--- src/core/decode_pkg.sv ---
// Constants, field layout and carriers for the instruction decoder.
// Assumes one oscillator clock; the decoder and phase divider import this package.
// Summary of operation
// [RL1] Most instructions are one 16-bit word
// [RL2] Two- and three-word instructions collect all words first
// [RL3] Single word splits into opcode and operands
// [RL4] Byte ops decode file, destination, access select
// [RL5] Destination zero writes the working accumulator
// [RL6] Destination one writes the addressed file register
// [RL7] Bit ops decode file, bit number, access select
// [RL8] Literal ops decode immediate, pointer select, or nothing
// [RL9] Control ops decode target, call mode, table mode
// [RL10] Continuation words carry four leading ones
// [RL11] Lone continuation word executes as no-operation
// [RL12] Plain single-word instruction takes one cycle
// [RL13] Taken test or jump adds one no-op cycle
// [RL14] Double-word instructions take two cycles
// [RL15] Instruction cycle is four oscillator periods
// [RL16] Taken two-word branch takes three cycles
// [RL17] Undefined opcode decodes as no-operation
package decode_pkg;

   // Timing
   localparam int unsigned CLK_PERIOD_NS = 50;
   localparam int unsigned OSC_PER_CYCLE = 4;
   localparam logic [1:0] PHASE_FIRST = 2'h0;

   // Word layout
   localparam int unsigned WORD_W = 16;
   localparam int unsigned NIB_LSB = 12;
   localparam int unsigned NIB_W = 4;
   localparam int unsigned OPC_LSB = 10;
   localparam int unsigned OPC_W = 6;
   localparam int unsigned DEST_POS = 9;
   localparam int unsigned ACC_POS = 8;
   localparam int unsigned FILE_LSB = 0;
   localparam int unsigned FILE_W = 8;
   localparam int unsigned BIT_LSB = 9;
   localparam int unsigned BIT_W = 3;
   localparam int unsigned SUB_LSB = 8;
   localparam int unsigned SUB_W = 4;
   localparam int unsigned PTR_LSB = 4;
   localparam int unsigned PTR_W = 2;
   localparam int unsigned REL_W = 11;
   localparam int unsigned EXT_W = 12;
   localparam int unsigned MODE_POS = 0;
   localparam int unsigned TBL_W = 2;

   // Leading nibble classes
   localparam logic [3:0] NIB_CTRL = 4'h0;
   localparam logic [3:0] NIB_BYTE_LO = 4'h1;
   localparam logic [3:0] NIB_BYTE_HI = 4'h7;
   localparam logic [3:0] NIB_BIT_LO = 4'h8;
   localparam logic [3:0] NIB_BIT_SKIP = 4'hb;
   localparam logic [3:0] NIB_LIT = 4'hc;
   localparam logic [3:0] NIB_BRA = 4'hd;
   localparam logic [3:0] NIB_MULTI = 4'he;
   localparam logic [3:0] NIB_CONT = 4'hf;
   localparam logic [5:0] OPC_CMP_SKIP = 6'h08;

   // Control sub-codes
   localparam logic [3:0] SUB_NOP = 4'h0;
   localparam logic [3:0] SUB_RETURN = 4'h1;
   localparam logic [3:0] SUB_TABLE = 4'h2;
   // Multi-word sub-codes
   localparam logic [3:0] SUB_LOAD_PTR = 4'h0;
   localparam logic [3:0] SUB_CALL = 4'h1;
   localparam logic [3:0] SUB_GOTO = 4'h2;
   localparam logic [3:0] SUB_MOVE2 = 4'h3;
   localparam logic [3:0] SUB_MOVE3 = 4'h4;
   localparam logic [3:0] SUB_STORE3 = 4'h5;

   localparam logic [1:0] WORDS_ONE = 2'h1;
   localparam logic [1:0] WORDS_TWO = 2'h2;
   localparam logic [1:0] WORDS_THREE = 2'h3;

   typedef enum logic [2:0] {CLS_NOP, CLS_BYTE, CLS_BIT, CLS_LIT, CLS_CTRL, CLS_MULTI} cls_t;
   typedef enum logic [1:0] {ST_FIRST, ST_MORE, ST_FLUSH, ST_COND} state_t;

   // Decoded instruction handed to the execute side
   typedef struct packed {
      cls_t cls;
      logic [3:0] sub;
      logic [5:0] opcode;
      logic [7:0] file_addr;
      logic dest_file;
      logic wr_accum;
      logic access_sel;
      logic [2:0] bit_num;
      logic [7:0] literal;
      logic [1:0] ptr_sel;
      logic call_mode;
      logic [1:0] table_mode;
      logic [10:0] rel_target;
      logic [11:0] ext1;
      logic [11:0] ext2;
   } dec_t;

   // Sequencing needs of a first word
   typedef struct packed {
      logic [1:0] words;
      logic cond;
      logic branch;
   } info_t;

   function automatic logic [3:0] nib_of(input logic [15:0] w);
      return w[NIB_LSB +: NIB_W];
   endfunction

   function automatic logic [3:0] sub_of(input logic [15:0] w);
      return w[SUB_LSB +: SUB_W];
   endfunction

   function automatic logic is_byte(input logic [15:0] w);
      return (nib_of(w) >= NIB_BYTE_LO) && (nib_of(w) <= NIB_BYTE_HI);
   endfunction

   function automatic logic is_bit(input logic [15:0] w);
      return (nib_of(w) >= NIB_BIT_LO) && (nib_of(w) <= NIB_BIT_SKIP);
   endfunction

endpackage

--- src/core/cycle_phase.sv ---
// Four-phase instruction cycle divider.
// Assumes clk is the oscillator; cyc_end_q marks the last phase of each cycle.
`timescale 1ns/100ps
`default_nettype none
module cycle_phase #(
   parameter int unsigned PHASES = decode_pkg::OSC_PER_CYCLE
) (
   input wire logic clk,
   input wire logic rst,
   output logic [1:0] phase_q,
   output logic cyc_end_q
);
   import decode_pkg::*;

   localparam logic [1:0] LAST = 2'(PHASES - 1);
   logic [1:0] phase_d;
   logic cyc_end_d;

   // Phase advance, wrap after the last oscillator period
   always_comb begin
      phase_d = (phase_q == LAST) ? PHASE_FIRST : phase_q + 2'h1; // see [RL15]
      cyc_end_d = (phase_d == LAST);
   end

   // Phase registers
   always_ff @(posedge clk or posedge rst) begin
      if (rst) begin
         phase_q <= PHASE_FIRST;
         cyc_end_q <= 1'b0;
      end else begin
         phase_q <= phase_d;
         cyc_end_q <= cyc_end_d;
      end
   end
endmodule // cycle_phase
`default_nettype wire

--- src/core/instr_decode.sv ---
// Instruction word decoder and instruction cycle sequencer.
// Assumes program memory holds prog_word steady at the last phase; execute side
// reports cond_true during the cycle after a conditional instruction issues.
`timescale 1ns/100ps
`default_nettype none
module instr_decode (
   input wire logic clk,
   input wire logic rst,
   input wire logic [15:0] prog_word,
   input wire logic cond_true,
   output logic [1:0] phase_q,
   output logic cyc_end_q,
   output logic issue_q,
   output decode_pkg::dec_t dec_q,
   output logic nop_cycle_q
);
   import decode_pkg::*;

   state_t st_q, st_d;
   logic [1:0] left_q, left_d;
   logic [15:0] first_q, first_d;
   logic [11:0] ext1_q, ext1_d;
   logic issue_d, nop_cycle_d;
   dec_t dec_d;
   info_t info;
   info_t first_info;
   logic take_first;
   logic [3:0] nib;

   cycle_phase #(.PHASES(OSC_PER_CYCLE)) u_phase (
      .clk(clk),
      .rst(rst),
      .phase_q(phase_q),
      .cyc_end_q(cyc_end_q)
   );

   // Word count and timing class of a first word
   function automatic info_t classify(input logic [15:0] w);
      info_t r;
      r = '{words: WORDS_ONE, cond: 1'b0, branch: 1'b0}; // see [RL1]
      if (nib_of(w) == NIB_BRA) begin
         r.branch = 1'b1;
      end else if (nib_of(w) == NIB_CTRL && sub_of(w) == SUB_RETURN) begin
         r.branch = 1'b1;
      end else if (nib_of(w) == NIB_BIT_SKIP) begin
         r.cond = 1'b1;
      end else if (is_byte(w) && w[OPC_LSB +: OPC_W] == OPC_CMP_SKIP) begin
         r.cond = 1'b1;
      end else if (nib_of(w) == NIB_MULTI) begin // see [RL2]
         case (sub_of(w))
            SUB_LOAD_PTR, SUB_MOVE2: r.words = WORDS_TWO;
            SUB_CALL, SUB_GOTO: begin
               r.words = WORDS_TWO;
               r.branch = 1'b1; // see [RL16]
            end
            SUB_MOVE3, SUB_STORE3: r.words = WORDS_THREE;
            default: r.words = WORDS_ONE; // see [RL17]
         endcase
      end
      return r;
   endfunction

   // Split the first word into opcode and operand fields
   function automatic dec_t decode(input logic [15:0] w);
      dec_t r;
      info_t ci;
      r = '0;
      ci = classify(w);
      r.cls = CLS_NOP;
      r.opcode = w[OPC_LSB +: OPC_W]; // see [RL3]
      r.sub = sub_of(w);
      if (is_byte(w)) begin
         r.cls = CLS_BYTE;
         r.file_addr = w[FILE_LSB +: FILE_W]; // see [RL4]
         r.dest_file = w[DEST_POS];
         r.wr_accum = ~w[DEST_POS]; // see [RL5] see [RL6]
         r.access_sel = w[ACC_POS];
      end else if (is_bit(w)) begin
         r.cls = CLS_BIT;
         r.file_addr = w[FILE_LSB +: FILE_W]; // see [RL7]
         r.bit_num = w[BIT_LSB +: BIT_W];
         r.access_sel = w[ACC_POS];
      end else if (nib_of(w) == NIB_LIT) begin
         r.cls = CLS_LIT;
         r.literal = w[FILE_LSB +: FILE_W]; // see [RL8]
         r.wr_accum = 1'b1;
      end else if (nib_of(w) == NIB_BRA) begin
         r.cls = CLS_CTRL;
         r.rel_target = w[FILE_LSB +: REL_W]; // see [RL9]
      end else if (nib_of(w) == NIB_CTRL) begin
         case (sub_of(w))
            SUB_RETURN: begin
               r.cls = CLS_CTRL;
               r.call_mode = w[MODE_POS];
            end
            SUB_TABLE: begin
               r.cls = CLS_CTRL;
               r.table_mode = w[MODE_POS +: TBL_W];
            end
            default: r.cls = CLS_NOP;
         endcase
      end else if (nib_of(w) == NIB_MULTI && ci.words != WORDS_ONE) begin
         r.cls = CLS_MULTI;
         r.literal = w[FILE_LSB +: FILE_W];
         r.ptr_sel = w[PTR_LSB +: PTR_W]; // see [RL8]
         r.call_mode = w[MODE_POS]; // see [RL9]
      end
      // Continuation and undefined words fall through as no-operation; see [RL11] see [RL17]
      return r;
   endfunction

   assign nib = nib_of(prog_word);
   assign info = classify(prog_word);
   // Timing class of the held first word of a multi-word instruction
   assign first_info = classify(first_q);
   assign take_first = (st_q == ST_FIRST) || (st_q == ST_COND && !cond_true);

   // Sequencer next state, evaluated only at the cycle's last phase
   always_comb begin
      st_d = st_q;
      left_d = left_q;
      first_d = first_q;
      ext1_d = ext1_q;
      issue_d = 1'b0;
      nop_cycle_d = 1'b0;
      dec_d = dec_q;
      if (cyc_end_q) begin
         if (take_first) begin
            if (info.words == WORDS_ONE) begin
               issue_d = 1'b1;
               dec_d = decode(prog_word);
               if (info.branch) begin
                  st_d = ST_FLUSH; // see [RL13]
               end else if (info.cond) begin
                  st_d = ST_COND;
               end else begin
                  st_d = ST_FIRST; // see [RL12]
               end
            end else begin
               first_d = prog_word;
               left_d = info.words - WORDS_ONE; // see [RL2]
               st_d = ST_MORE;
            end
         end else if (st_q == ST_MORE) begin
            // Extra words only supply their low bits; see [RL10]
            left_d = left_q - 2'h1;
            if (left_q == WORDS_TWO) begin
               ext1_d = prog_word[EXT_W-1:0];
            end else begin
               issue_d = 1'b1; // see [RL14]
               dec_d = decode(first_q);
               dec_d.ext1 = (first_info.words == WORDS_THREE) ? ext1_q : prog_word[EXT_W-1:0];
               dec_d.ext2 = (first_info.words == WORDS_THREE) ? prog_word[EXT_W-1:0] : 12'h000;
               st_d = first_info.branch ? ST_FLUSH : ST_FIRST; // see [RL16]
            end
         end else begin
            // Flushed or skipped word runs as a no-op cycle; see [RL13]
            nop_cycle_d = 1'b1;
            st_d = ST_FIRST;
         end
      end
   end

   // Sequencer registers
   always_ff @(posedge clk or posedge rst) begin
      if (rst) begin
         st_q <= ST_FIRST;
         left_q <= 2'h0;
         first_q <= 16'h0000;
         ext1_q <= 12'h000;
         issue_q <= 1'b0;
         nop_cycle_q <= 1'b0;
         dec_q <= '0;
      end else begin
         st_q <= st_d;
         left_q <= left_d;
         first_q <= first_d;
         ext1_q <= ext1_d;
         issue_q <= issue_d;
         nop_cycle_q <= nop_cycle_d;
         dec_q <= dec_d;
      end
   end

   // Cycle end recurs every four oscillator periods
   property p_cycle_len;
      @(posedge clk) disable iff (rst)
      cyc_end_q |=> !cyc_end_q [*3] ##1 cyc_end_q;
   endproperty
   a_cycle_len: assert property (p_cycle_len) else $error("cycle length not four"); // see [RL15]

   // Issue only in the first phase of a cycle
   property p_issue_phase;
      @(posedge clk) disable iff (rst)
      issue_q |-> phase_q == PHASE_FIRST && $past(cyc_end_q);
   endproperty
   a_issue_phase: assert property (p_issue_phase) else $error("issue off cycle boundary"); // see [RL3]

   // Lone continuation word issues as no-operation
   property p_cont_nop;
      @(posedge clk) disable iff (rst)
      cyc_end_q && st_q == ST_FIRST && nib == NIB_CONT |=> issue_q && dec_q.cls == CLS_NOP;
   endproperty
   a_cont_nop: assert property (p_cont_nop) else $error("continuation not a nop"); // see [RL11]

   // Byte destination bit picks accumulator or file
   property p_byte_dest;
      @(posedge clk) disable iff (rst)
      cyc_end_q && st_q == ST_FIRST && is_byte(prog_word)
         |=> dec_q.wr_accum == !$past(prog_word[DEST_POS]) && dec_q.file_addr == $past(prog_word[FILE_W-1:0]);
   endproperty
   a_byte_dest: assert property (p_byte_dest) else $error("byte destination wrong"); // see [RL5]

   // Literal instruction takes one cycle
   property p_single;
      @(posedge clk) disable iff (rst)
      cyc_end_q && st_q == ST_FIRST && nib == NIB_LIT |=> st_q == ST_FIRST ##4 !nop_cycle_q;
   endproperty
   a_single: assert property (p_single) else $error("single cycle stretched"); // see [RL12]

   // Single-word jump gets one flushed cycle
   property p_jump_flush;
      @(posedge clk) disable iff (rst)
      cyc_end_q && st_q == ST_FIRST && nib == NIB_BRA |=> st_q == ST_FLUSH ##4 nop_cycle_q;
   endproperty
   a_jump_flush: assert property (p_jump_flush) else $error("jump not flushed"); // see [RL13]

   // Two-word non-branch issues after its second word
   property p_two_word;
      @(posedge clk) disable iff (rst)
      cyc_end_q && st_q == ST_FIRST && nib == NIB_MULTI && sub_of(prog_word) == SUB_LOAD_PTR
         |=> !issue_q ##4 issue_q ##4 !nop_cycle_q;
   endproperty
   a_two_word: assert property (p_two_word) else $error("two-word timing wrong"); // see [RL14]

   // Two-word branch adds a flushed third cycle
   property p_long_branch;
      @(posedge clk) disable iff (rst)
      cyc_end_q && st_q == ST_FIRST && nib == NIB_MULTI && sub_of(prog_word) == SUB_GOTO
         |=> ##4 issue_q ##4 nop_cycle_q;
   endproperty
   a_long_branch: assert property (p_long_branch) else $error("long branch not three cycles"); // see [RL16]

   // Undefined multi-word sub-code issues as no-operation
   property p_undef;
      @(posedge clk) disable iff (rst)
      cyc_end_q && st_q == ST_FIRST && nib == NIB_MULTI && sub_of(prog_word) > SUB_STORE3
         |=> issue_q && dec_q.cls == CLS_NOP;
   endproperty
   a_undef: assert property (p_undef) else $error("undefined opcode not nop"); // see [RL17]

   // Skip taken turns next cycle into no-op
   property p_skip;
      @(posedge clk) disable iff (rst)
      cyc_end_q && st_q == ST_COND && cond_true |=> nop_cycle_q && !issue_q;
   endproperty
   a_skip: assert property (p_skip) else $error("skip not honoured"); // see [RL13]
endmodule // instr_decode
`default_nettype wire

--- config.mk ---
export PLATFORM = sky130hd
export DESIGN_NAME = instr_decode
export DESIGN_NICKNAME = d
export VERILOG_FILES = /design/src/core/decode_pkg.sv /design/src/core/cycle_phase.sv /design/src/core/instr_decode.sv
export SDC_FILE = /design/constraint.sdc
export NUM_CORES = 1
export LEC_CHECK = 0
export BUFFER_PORTS_ARGS = -buffer_cell sky130_fd_sc_hd__buf_2
export CAP_MARGIN = 20
export CORE_MARGIN = 2
export CORE_UTILIZATION = 34
export DETAILED_ROUTE_END_ITERATION = 6
export HOLD_SLACK_MARGIN = 0.08
export MAX_ROUTING_LAYER = met4
export PLACE_DENSITY = 0.54
export SLEW_MARGIN = 20
export SYNTH_ARGS = -nofsm -noshare
export SYNTH_HDL_FRONTEND = slang
export SYNTH_SLANG_ARGS = --single-unit
--- constraint.sdc ---
create_clock -name clk -period 8 [get_ports clk]
set_input_delay 1.6 -clock clk [delete_from_list [all_inputs] [get_ports clk]]
set_output_delay 1.6 -clock clk [all_outputs]
set_load 0.03 [all_outputs]
# Word-level counts from Yosys, hierarchy flattened
# Index checks and enable logic that the tools add are counted.
# totals
ff_bits	112
in_bits	19
out_inout_bits	80
wordCells	213
# classes
n_addsub	3
order_cmp	8
eq_ne	33
muxes	112
bitwise	4
n_reduce_logical	30
# op_table
op	count
75-bit 2-to-1 mux	4
3-bit 2-to-1 mux	25
27-bit 2-to-1 mux	2
24-bit 2-to-1 mux	2
8-bit 2-to-1 mux	6
2-bit 2-to-1 mux	23
11-bit 2-to-1 mux	4
1-bit 2-to-1 mux	34
4-bit equality test, second input constant	8
16-bit 2-to-1 mux	2
13-bit 2-to-1 mux	2
12-bit 2-to-1 mux	2
10-bit 2-to-1 mux	2
4-bit by 2-bit equality test with 1-bit output, second input constant	4
4-bit by 3-bit equality test with 1-bit output, second input constant	4
4-bit logical NOT	4
6-bit by 4-bit equality test with 1-bit output, second input constant	2
1-bit logical AND	11
2-bit equality test, second input constant	5
4-bit by 1-bit equality test with 1-bit output, second input constant	2
4-bit by 1-bit >= comparator with 1-bit output, second input constant	2
4-bit >= comparator, second input constant	2
4-bit by 3-bit less-or-equal comparator with 1-bit output, second input constant	2
4-bit less-or-equal comparator, second input constant	2
other kinds (18)	34

# Depth between registers and ports, before layout
# Gate-level depths: netlist of the first run.
# depth
word_depth	23
ltp_mapped	12
depth_no_buf	9

# By module
# From an unflattened synthesis of the first run, not the netlist that was laid out.
# hier_totals
hier_cells	506
area_unflattened_um2	5230.0
# by_module_without_submodules
module	instances	cells_per_inst	area_each_um2	seq_area_each_um2
instr_decode	1	497	5114.9	2677.6
cycle_phase	1	9	115.1	75.1

# Worst setup path after synthesis of the first run
# OpenSTA, ideal clock, no wires.
# synth_path
path_kind	input to register
start	input prog_word[14]
end	register dec_q[74] in the netlist's numbering
setup_time_ns	0.144
arrival_ns	3.503
required_time_ns	7.856
path_slack_ns	4.353
cell_stages	9
n_path_buf	3
path_cell_list	clkbuf_1 nand4b_1 a211o_1 ha_1 buf_2 nor4bb_1 a311oi_4 clkbuf_1 o311ai_1
# synth_via
elab_chain_cells	20
word_cells_on_any_way	35
cone_classes	order compare (4); eq/ne (8); mux (16); reduce/logical (7)
# synth_rtl
item	line_no	text
start: declaration	instr_decode.sv:9	input wire logic [15:0] prog_word,
4-bit by 1-bit >= comparator with 1-bit output or 4-bit by 3-bit less-or-equal comparator with 1-bit output (tied branches)	decode_pkg.sv:115	return (nib_of(w) >= NIB_BYTE_LO) && (nib_of(w) <= NIB_BYTE_HI);
1-bit logical AND	decode_pkg.sv:115	
1-bit logical AND	instr_decode.sv:47	end else if (is_byte(w) && w[OPC_LSB +: OPC_W] == OPC_CMP_SKIP) begin
2-bit 2-to-1 mux	instr_decode.sv:47	
2-bit 2-to-1 mux	instr_decode.sv:45	end else if (nib_of(w) == NIB_BIT_SKIP) begin
3-bit 2-to-1 mux	instr_decode.sv:43	end else if (nib_of(w) == NIB_CTRL && sub_of(w) == SUB_RETURN) begin
3-bit 2-to-1 mux	instr_decode.sv:41	if (nib_of(w) == NIB_BRA) begin
3-bit 2-to-1 mux	instr_decode.sv:129	if (info.words == WORDS_ONE) begin
[4 not listed]	n/a	
3-bit 2-to-1 mux	instr_decode.sv:102	end else if (nib_of(w) == NIB_MULTI && ci.words != WORDS_ONE) begin
3-bit 2-to-1 mux	instr_decode.sv:90	end else if (nib_of(w) == NIB_CTRL) begin
3-bit 2-to-1 mux	instr_decode.sv:87	end else if (nib_of(w) == NIB_BRA) begin
3-bit 2-to-1 mux	instr_decode.sv:83	end else if (nib_of(w) == NIB_LIT) begin
3-bit 2-to-1 mux	instr_decode.sv:78	end else if (is_bit(w)) begin
3-bit 2-to-1 mux	instr_decode.sv:72	if (is_byte(w)) begin
75-bit 2-to-1 mux	instr_decode.sv:129	
75-bit 2-to-1 mux	instr_decode.sv:128	if (take_first) begin
end signal: assignment	instr_decode.sv:173	dec_q <= '0;
end signal: assignment	instr_decode.sv:181	dec_q <= dec_d;
end: declaration	instr_decode.sv:14	output decode_pkg::dec_t dec_q,
# Parallel ways exist; a longest one is shown, timed or not. The select of a mux whose other input is x is not followed.
# A chain may end at the register's enable or synchronous reset.

# Final worst setup path of the first run
# layout_path
start	input prog_word[15]
end	register dec_q[74] in the netlist's numbering
# Same word-level chain as after synthesis.

==> results.tsv, run 1 <==
stage	metric	value	unit
outcome	status	completed	
cells_and_area	Finished Layout Cells	803	
global_routing	vias in the first global route	4181	
floorplan	core area	15310	µm²
power	maximum VDD drop	0.1068	mV
floorplan	io pins	99	
synthesis	Post-Syn Nets	549	
cells_and_area	Area Overhead vs Synth	15.66	%
routing	via count	4325	
routing	DRT Wirelength	15100	µm
global_routing	gr ovfl total	0	
flow_run	max-cap violation count	0	
synthesis	Synth cell types	62	
clocking	worst-skew pair later-pin latency	0.37	ns
synthesis	post-synthesis cell count	526	
routing	1st-pass router iterations	6	
global_routing	initial antenna violation count	0	
placed_design	GPL Wtd Cong	0.8623	
worst_setup_path	Setup crit end kind	flip-flop	
synthesis	Post-synth EDFFs	0	
timing	final hold vios	0	
clocking	CTS tree	done	
synthesis	Synth top area share	51.41	%
placed_design	Buffers on Ports	98	
clocking	Post-CTS Hold Buffers	0	
global_routing	met3 usage	3.427	%
routing	final antenna-violating net count	0	
global_routing	aggregate global-route resource usage	18.93	%
clocking	H-tree Lvls	3	
timing	Max Freq	0.2250	GHz
clocking	PostCTS Resize Cnt	0	
cells_and_area	ANT cells	0	
routing	initial drt markers	392	
global_routing	GR Layer Usage met1	25.62	%
clocking	Root Driver	clkbuf_16	
floorplan	effective utilization at floorplan	34.96	%
cells_and_area	layout cell share with drive strength beyond 1	26.69	%
synthesis	YS warnings	0	
worst_setup_path	Worst EP required	8.22	ns
cells_and_area	Layout Utilization	40.43	%
power	LEAKAGE	0.003000	µW
floorplan	placement row count	45	
synthesis	Post-Syn Area per Cell	10.18	µm²
timing	period utilization	55.56	%
timing	Worst slew margin	42.01	%
clocking	CTS Buffer Depth	2	
routing	# DRC	0	
timing	count of pins over their slew limit	0	
global_routing	Most Crowded Layer GR	met2	
clocking	cts bufs inserted	9	
routing	wire per inst	18.80	µm
synthesis	Syn Std Cell Area	5354	µm²
synthesis	share of flip-flops with an asynchronous set or reset	100.0	%
floorplan	Die H	129.5	µm
timing	Worst Skew	0.01078	ns
timing	RSZ-0062 raised after global routing	no	
timing	Final min period	4.445	ns
floorplan	Die W	129.5	µm
synthesis	Main synth FF type	dfrtp_1	
placed_design	post-detail-place hpwl	10090	µm
clocking	CTS clk-pin slew, worst paths	0.08	ns
cells_and_area	Final Net Count	610	
synthesis	Synth area leader	dfrtp_1	
timing	setup TNS	0	ns
synthesis	Synth area leaders	dfrtp_1 (51%), mux2_2 (6.1%), nor2_1 (4.4%)	
clocking	post-CTS setup buffer count	0	
floorplan	die area	16770	µm²
timing	worst slew pin tran	0.8699	ns
global_routing	largest net degree at the start of global routing	73	
placed_design	post-placement cell count	787	
worst_setup_path	Crit Path Class	primary input to flip-flop	
clocking	CTS Sinks	110	
global_routing	first-pass GRT wire length	23630	µm
cells_and_area	fillers	1561	
global_routing	met2 usage	28.14	%
routing	Vias per Instance	5.386	
timing	Final setup viols	0	
worst_setup_path	Worst EP arrival	4.67	ns
worst_setup_path	Critical Path Source Type	primary input	
power	power per cell area	212.9	nW/µm²
synthesis	synthesis-stage register bit count	110	
worst_setup_path	CP max FO	72	
min_path	Hold WC Path Type	flip-flop to flip-flop	
synthesis	post-synthesis sequential area ratio	51.41	%
-- kinds of logic (layout without fill, tap and decap cells) --
kind of cell	Yosys count	after routing	share of synthesized area, %
and+or+nand+nor	178	178	16.15
AOI/OAI and AO/OA	126	126	17.06
DFF	110	110	51.41
buffers and inverters	62	128	5.235
muxes	43	43	8.717
adders and majority gates	4	4	0.9348
xor gates and xnor gates	3	3	0.4909
-- critical path, cell delays in order --
cell and delay (ns):
buf_2 0.26, nand4b_1 0.19, a211o_1 0.31, ha_1 0.32, nor4bb_1 0.20, a311oi_4 0.22
buf_4 0.58, inv_2 0.53, o311ai_0 0.23, o311ai_1 0.15
-- layout by cell type (no fill, tap or decap), types with 7 or more instances in the layout --
cell / count
a22o_1: 12
a21oi_1: 8
clkbuf_16: 9
mux2i_1: 14
nand2_1: 51
and4b_1: 8
a31oi_1: 20
inv_1: 7
a221oi_1: 17
buf_2: 98
nand3_1: 20
o21ai_0: 33
a32oi_1: 8
dfrtp_1: 110
nor2_1: 62
mux2_2: 29
-- state kept, by name (all words and copies together), names as in the netlist --
register	count
u_phase.phase_q	2
left_q	2
first_q	16
dec_q	73
nop_cycle_q	1
st_q	2
u_phase.cyc_end_q	1
ext1_q	12
issue_q	1
-- area by class of cell --
class	instances	area (µm²)	area share, %
inverters	9	36.28	0.5860
well taps	211	264.0	4.263
multi-input cells	354	2328	37.60
clock inverters	7	57.56	0.9295
repair buffers	103	528.0	8.527
clock buffers	9	225.2	3.637
flip-flops and latches	110	2753	44.45
-- per-stage QoR --
| step | setup slack [ns] | hold WS, ns | total power, µW | area, µm² |
|---|---|---|---|---|
| 5_1_grt | 3.255 | 0.5091 | 1372 | 6192 |
| 2_1_floorplan | 3.498 | 0.4786 | 812.9 | 5354 |
| 6_report | 3.555 | 0.4822 | 1319 | 6192 |
| 3_3_place_gp | 3.346 | 0.4605 | 882.3 | 5904 |
| 3_5_place_dp | 3.224 | 0.4681 | 887.6 | 5904 |
| 4_1_cts | 3.620 | 0.4857 | 1330 | 6187 |
-- Yosys cell counts (6+ instances only) --
| library cell | number |
|---|---|
| dfrtp_1 | 110 |
| nand2_1 | 51 |
| nor2_1 | 63 |
| and4b_1 | 8 |
| mux2i_1 | 14 |
| buf_2 | 17 |
| o21ai_0 | 33 |
| a22o_1 | 12 |
| a21oi_1 | 8 |
| nand3b_1 | 6 |
| nand3_1 | 20 |
| a31oi_1 | 20 |
| inv_1 | 8 |
| mux2_2 | 29 |
| clkbuf_1 | 30 |
| a221oi_1 | 17 |
| a32oi_1 | 8 |
-- report_power, final --
group / switching, µW / internal (µW)
Clock: 227 / 216
Combinational: 155 / 71.7
Sequential: 45.9 / 603
-- routing by layer --
layer	up-vias	share of wire, %
li1	2043	-
met1	2143	46
met2	124	46
met3	15	5.7
met4	0	1.8
met5	-	0
-- final timing paths --
check,endpoint,startpoint,cells after the start,slack (ns)
min,dec_q[21],dec_q[21],2,0.48
min reg2reg,dec_q[21],dec_q[21],2,0.48
min in group asynchronous,dec_q[1],rst,2,1.39
max,dec_q[74],prog_word[15],10,3.56
max reg2reg,dec_q[74],u_phase.cyc_end_q,6,5.09
max in group asynchronous,u_phase.phase_q[0],rst,3,5.48
No activity file was read; power rests on OpenSTA's default activity.
==> run 2, diff against run 1 <==
Settings changed: PLACE_DENSITY 0.54 to 0.56.
Clock period 8 ns to 4 ns, I/O delays scaled along.
==> run 2 against run 1 <==
Against the previous run: sequential power rose by 100%; worst hold slack improved by 0.0036 ns; total power rose by 110%; global-route usage fell by 0.24 points.
==> results.tsv, run 2 (synthesis gave the netlist of run 1 again) <==
stage	metric	value	unit	change
outcome	status	completed		
placed_design	Buffers on Ports	98		unchanged
power	power per cell area	435.1	nW/µm²	+100%
timing	Final setup viols	0		unchanged
worst_setup_path	Crit Path Class	primary input to flip-flop		
floorplan	Die H	129.5	µm	unchanged
routing	DRT Wirelength	14720	µm	-2.5%
flow_run	max-cap violation count	0		unchanged
global_routing	initial antenna violation count	0		unchanged
power	LEAKAGE	0.003033	µW	+1.1%
clocking	cts bufs inserted	9		unchanged
clocking	CTS Sinks	110		unchanged
routing	1st-pass router iterations	5		-1
routing	initial drt markers	288		-27%
cells_and_area	Layout Utilization	40.86	%	+0.42 points
global_routing	first-pass GRT wire length	23200	µm	-1.8%
floorplan	placement row count	45		unchanged
min_path	hold wc startpoint	dec_q[12]		
timing	count of pins over their slew limit	0		unchanged
cells_and_area	ANT cells	0		unchanged
routing	final antenna-violating net count	0		unchanged
timing	Worst slew margin	27.53	%	-14 points
worst_setup_path	Worst EP required	4.25	ns	-3.97 ns
routing	via count	4265		-1.4%
clocking	Root Driver	clkbuf_16		
timing	Final min period	2.784	ns	
cells_and_area	Largest regs	dec_q x73, first_q x16, ext1_q x12		
power	maximum VDD drop	0.2222	mV	+110%
clocking	CTS tree	done		
timing	final hold vios	0		unchanged
floorplan	core area	15310	µm²	unchanged
clocking	Post-CTS Hold Buffers	0		unchanged
cells_and_area	commonest non-fill, non-tap cell in the layout	dfrtp_1		
worst_setup_path	CP cell instances	buf_2 > nand4b_1 > a211o_1 > ha_1 > nor4bb_1 > a311oi_4 > buf_12 > nor2_1 > a32o_1		
placed_design	post-detail-place hpwl	10240	µm	+1.5%
timing	Max Freq	0.3592	GHz	
worst_setup_path	Critical Path Source Type	primary input		
global_routing	largest net degree at the start of global routing	72		-1.4%
cells_and_area	Final Net Count	612		+0.33%
clocking	worst-skew pair later-pin latency	0.36	ns	about the same
cells_and_area	layout cell share with drive strength beyond 1	26.31	%	-0.38 points
clocking	CTS clk-pin slew, worst paths	0.07	ns	about the same
placed_design	worst slack, placed	0.8431	ns	-2.381 ns
routing	# DRC	0		unchanged
global_routing	vias in the first global route	4205		+0.57%
timing	worst hold slack	0.4858	ns	+0.003630 ns
timing	RSZ-0062 raised after global routing	no		
floorplan	Die W	129.5	µm	unchanged
worst_setup_path	Worst R2R Start	st_q[1]		
global_routing	gr ovfl total	0		unchanged
worst_setup_path	Setup crit end kind	flip-flop		
cells_and_area	fillers	1572		+0.70%
worst_setup_path	Worst EP arrival	3.04	ns	-1.63 ns
worst_setup_path	max incr delay on CP	0.31	ns	-0.27 ns
floorplan	effective utilization at floorplan	34.96	%	unchanged
floorplan	io pins	99		unchanged
floorplan	die area	16770	µm²	unchanged
timing	period utilization	69.60	%	
timing	setup TNS	0	ns	unchanged
routing	Vias per Instance	5.305		-1.5%
global_routing	aggregate global-route resource usage	18.69	%	-0.24 points
clocking	post-CTS setup buffer count	0		unchanged
clocking	H-tree Lvls	3		unchanged
timing	Worst Skew	0.006374	ns	-0.004402 ns
worst_setup_path	CP max FO	71		-1.4%
worst_setup_path	CP max-delay cell	a211o_1		
min_path	Hold WC Path Type	flip-flop to flip-flop		
cells_and_area	Top reg by flops	dec_q		
cells_and_area	Area Overhead vs Synth	16.87	%	
worst_setup_path	crit path launch	prog_word[15]		
timing	worst slew pin tran	1.080	ns	+0.2106 ns
clocking	PostCTS Resize Cnt	0		unchanged
placed_design	GPL Wtd Cong	0.8982		+4.2%
routing	wire per inst	18.31	µm	-2.6%
cells_and_area	max reg flops	73		unchanged
cells_and_area	commonest non-fill, non-tap cells in the layout	dfrtp_1 (110), buf_2 (98), nor2_1 (62)		
timing	Setup WS post-layout	1.216	ns	-2.339 ns
clocking	CTS Buffer Depth	2		unchanged
[run 2: final cells by class]
type                    instances  area [µm²]  share of cell area [%]
flip-flops and latches        110        2753                   43.99
multi-input cells             354        2323                   37.13
repair buffers                105       568.0                   9.078
well taps                     211       264.0                   4.219
clock buffers                  11       232.7                   3.719
clock inverters                 4       80.08                   1.280
inverters                       9       36.28                  0.5799
[run 2: stage by stage]
stage | cell area [µm²] | cells | power, µW
final | 6257 | 804 | 2722
after global placement | 5944 | 789 | 1766
after floorplan | 5354 | 526 | 1626
after detailed placement | 5944 | 789 | 1778
after CTS | 6257 | 804 | 2747
after global routing | 6257 | 804 | 2840
[run 2: worst max-delay path: cells and delay by family]
family / cells / cell delay (ns)
AND/OR/NAND/NOR: 3 / 0.48
AO/OA/AOI/OAI: 3 / 0.87
buffers and inverters: 2 / 0.54
adder cells (fa/ha/maj): 1 / 0.31
[run 2: final timing paths]
kind | end | slack, ns | cells after the start
worst min register to register | dec_q[12] | 0.49 | 2
worst max register to register | first_q[14] | 1.70 | 4
max in group asynchronous | first_q[2] | 2.65 | 3
worst min-delay path | dec_q[12] | 0.49 | 2
min in group asynchronous | dec_q[1] | 0.60 | 2
worst max-delay path | dec_q[11] | 1.22 | 9
[run 2: per-layer routing]
layer / vias to the layer above / global-route usage [%] / wire length (µm)
li1: 2037 / - / -
met1: 2097 / 25.14 / 6880
met2: 118 / 28.17 / 6830
met3: 13 / 3.922 / 769
met4: 0 / 6.452 / 237
met5: - / - / 0
[run 2: power breakdown]
group,internal (µW),switching [µW]
Sequential,1210,91.1
Clock,553,417
Combinational,146,308
Total,1910,817
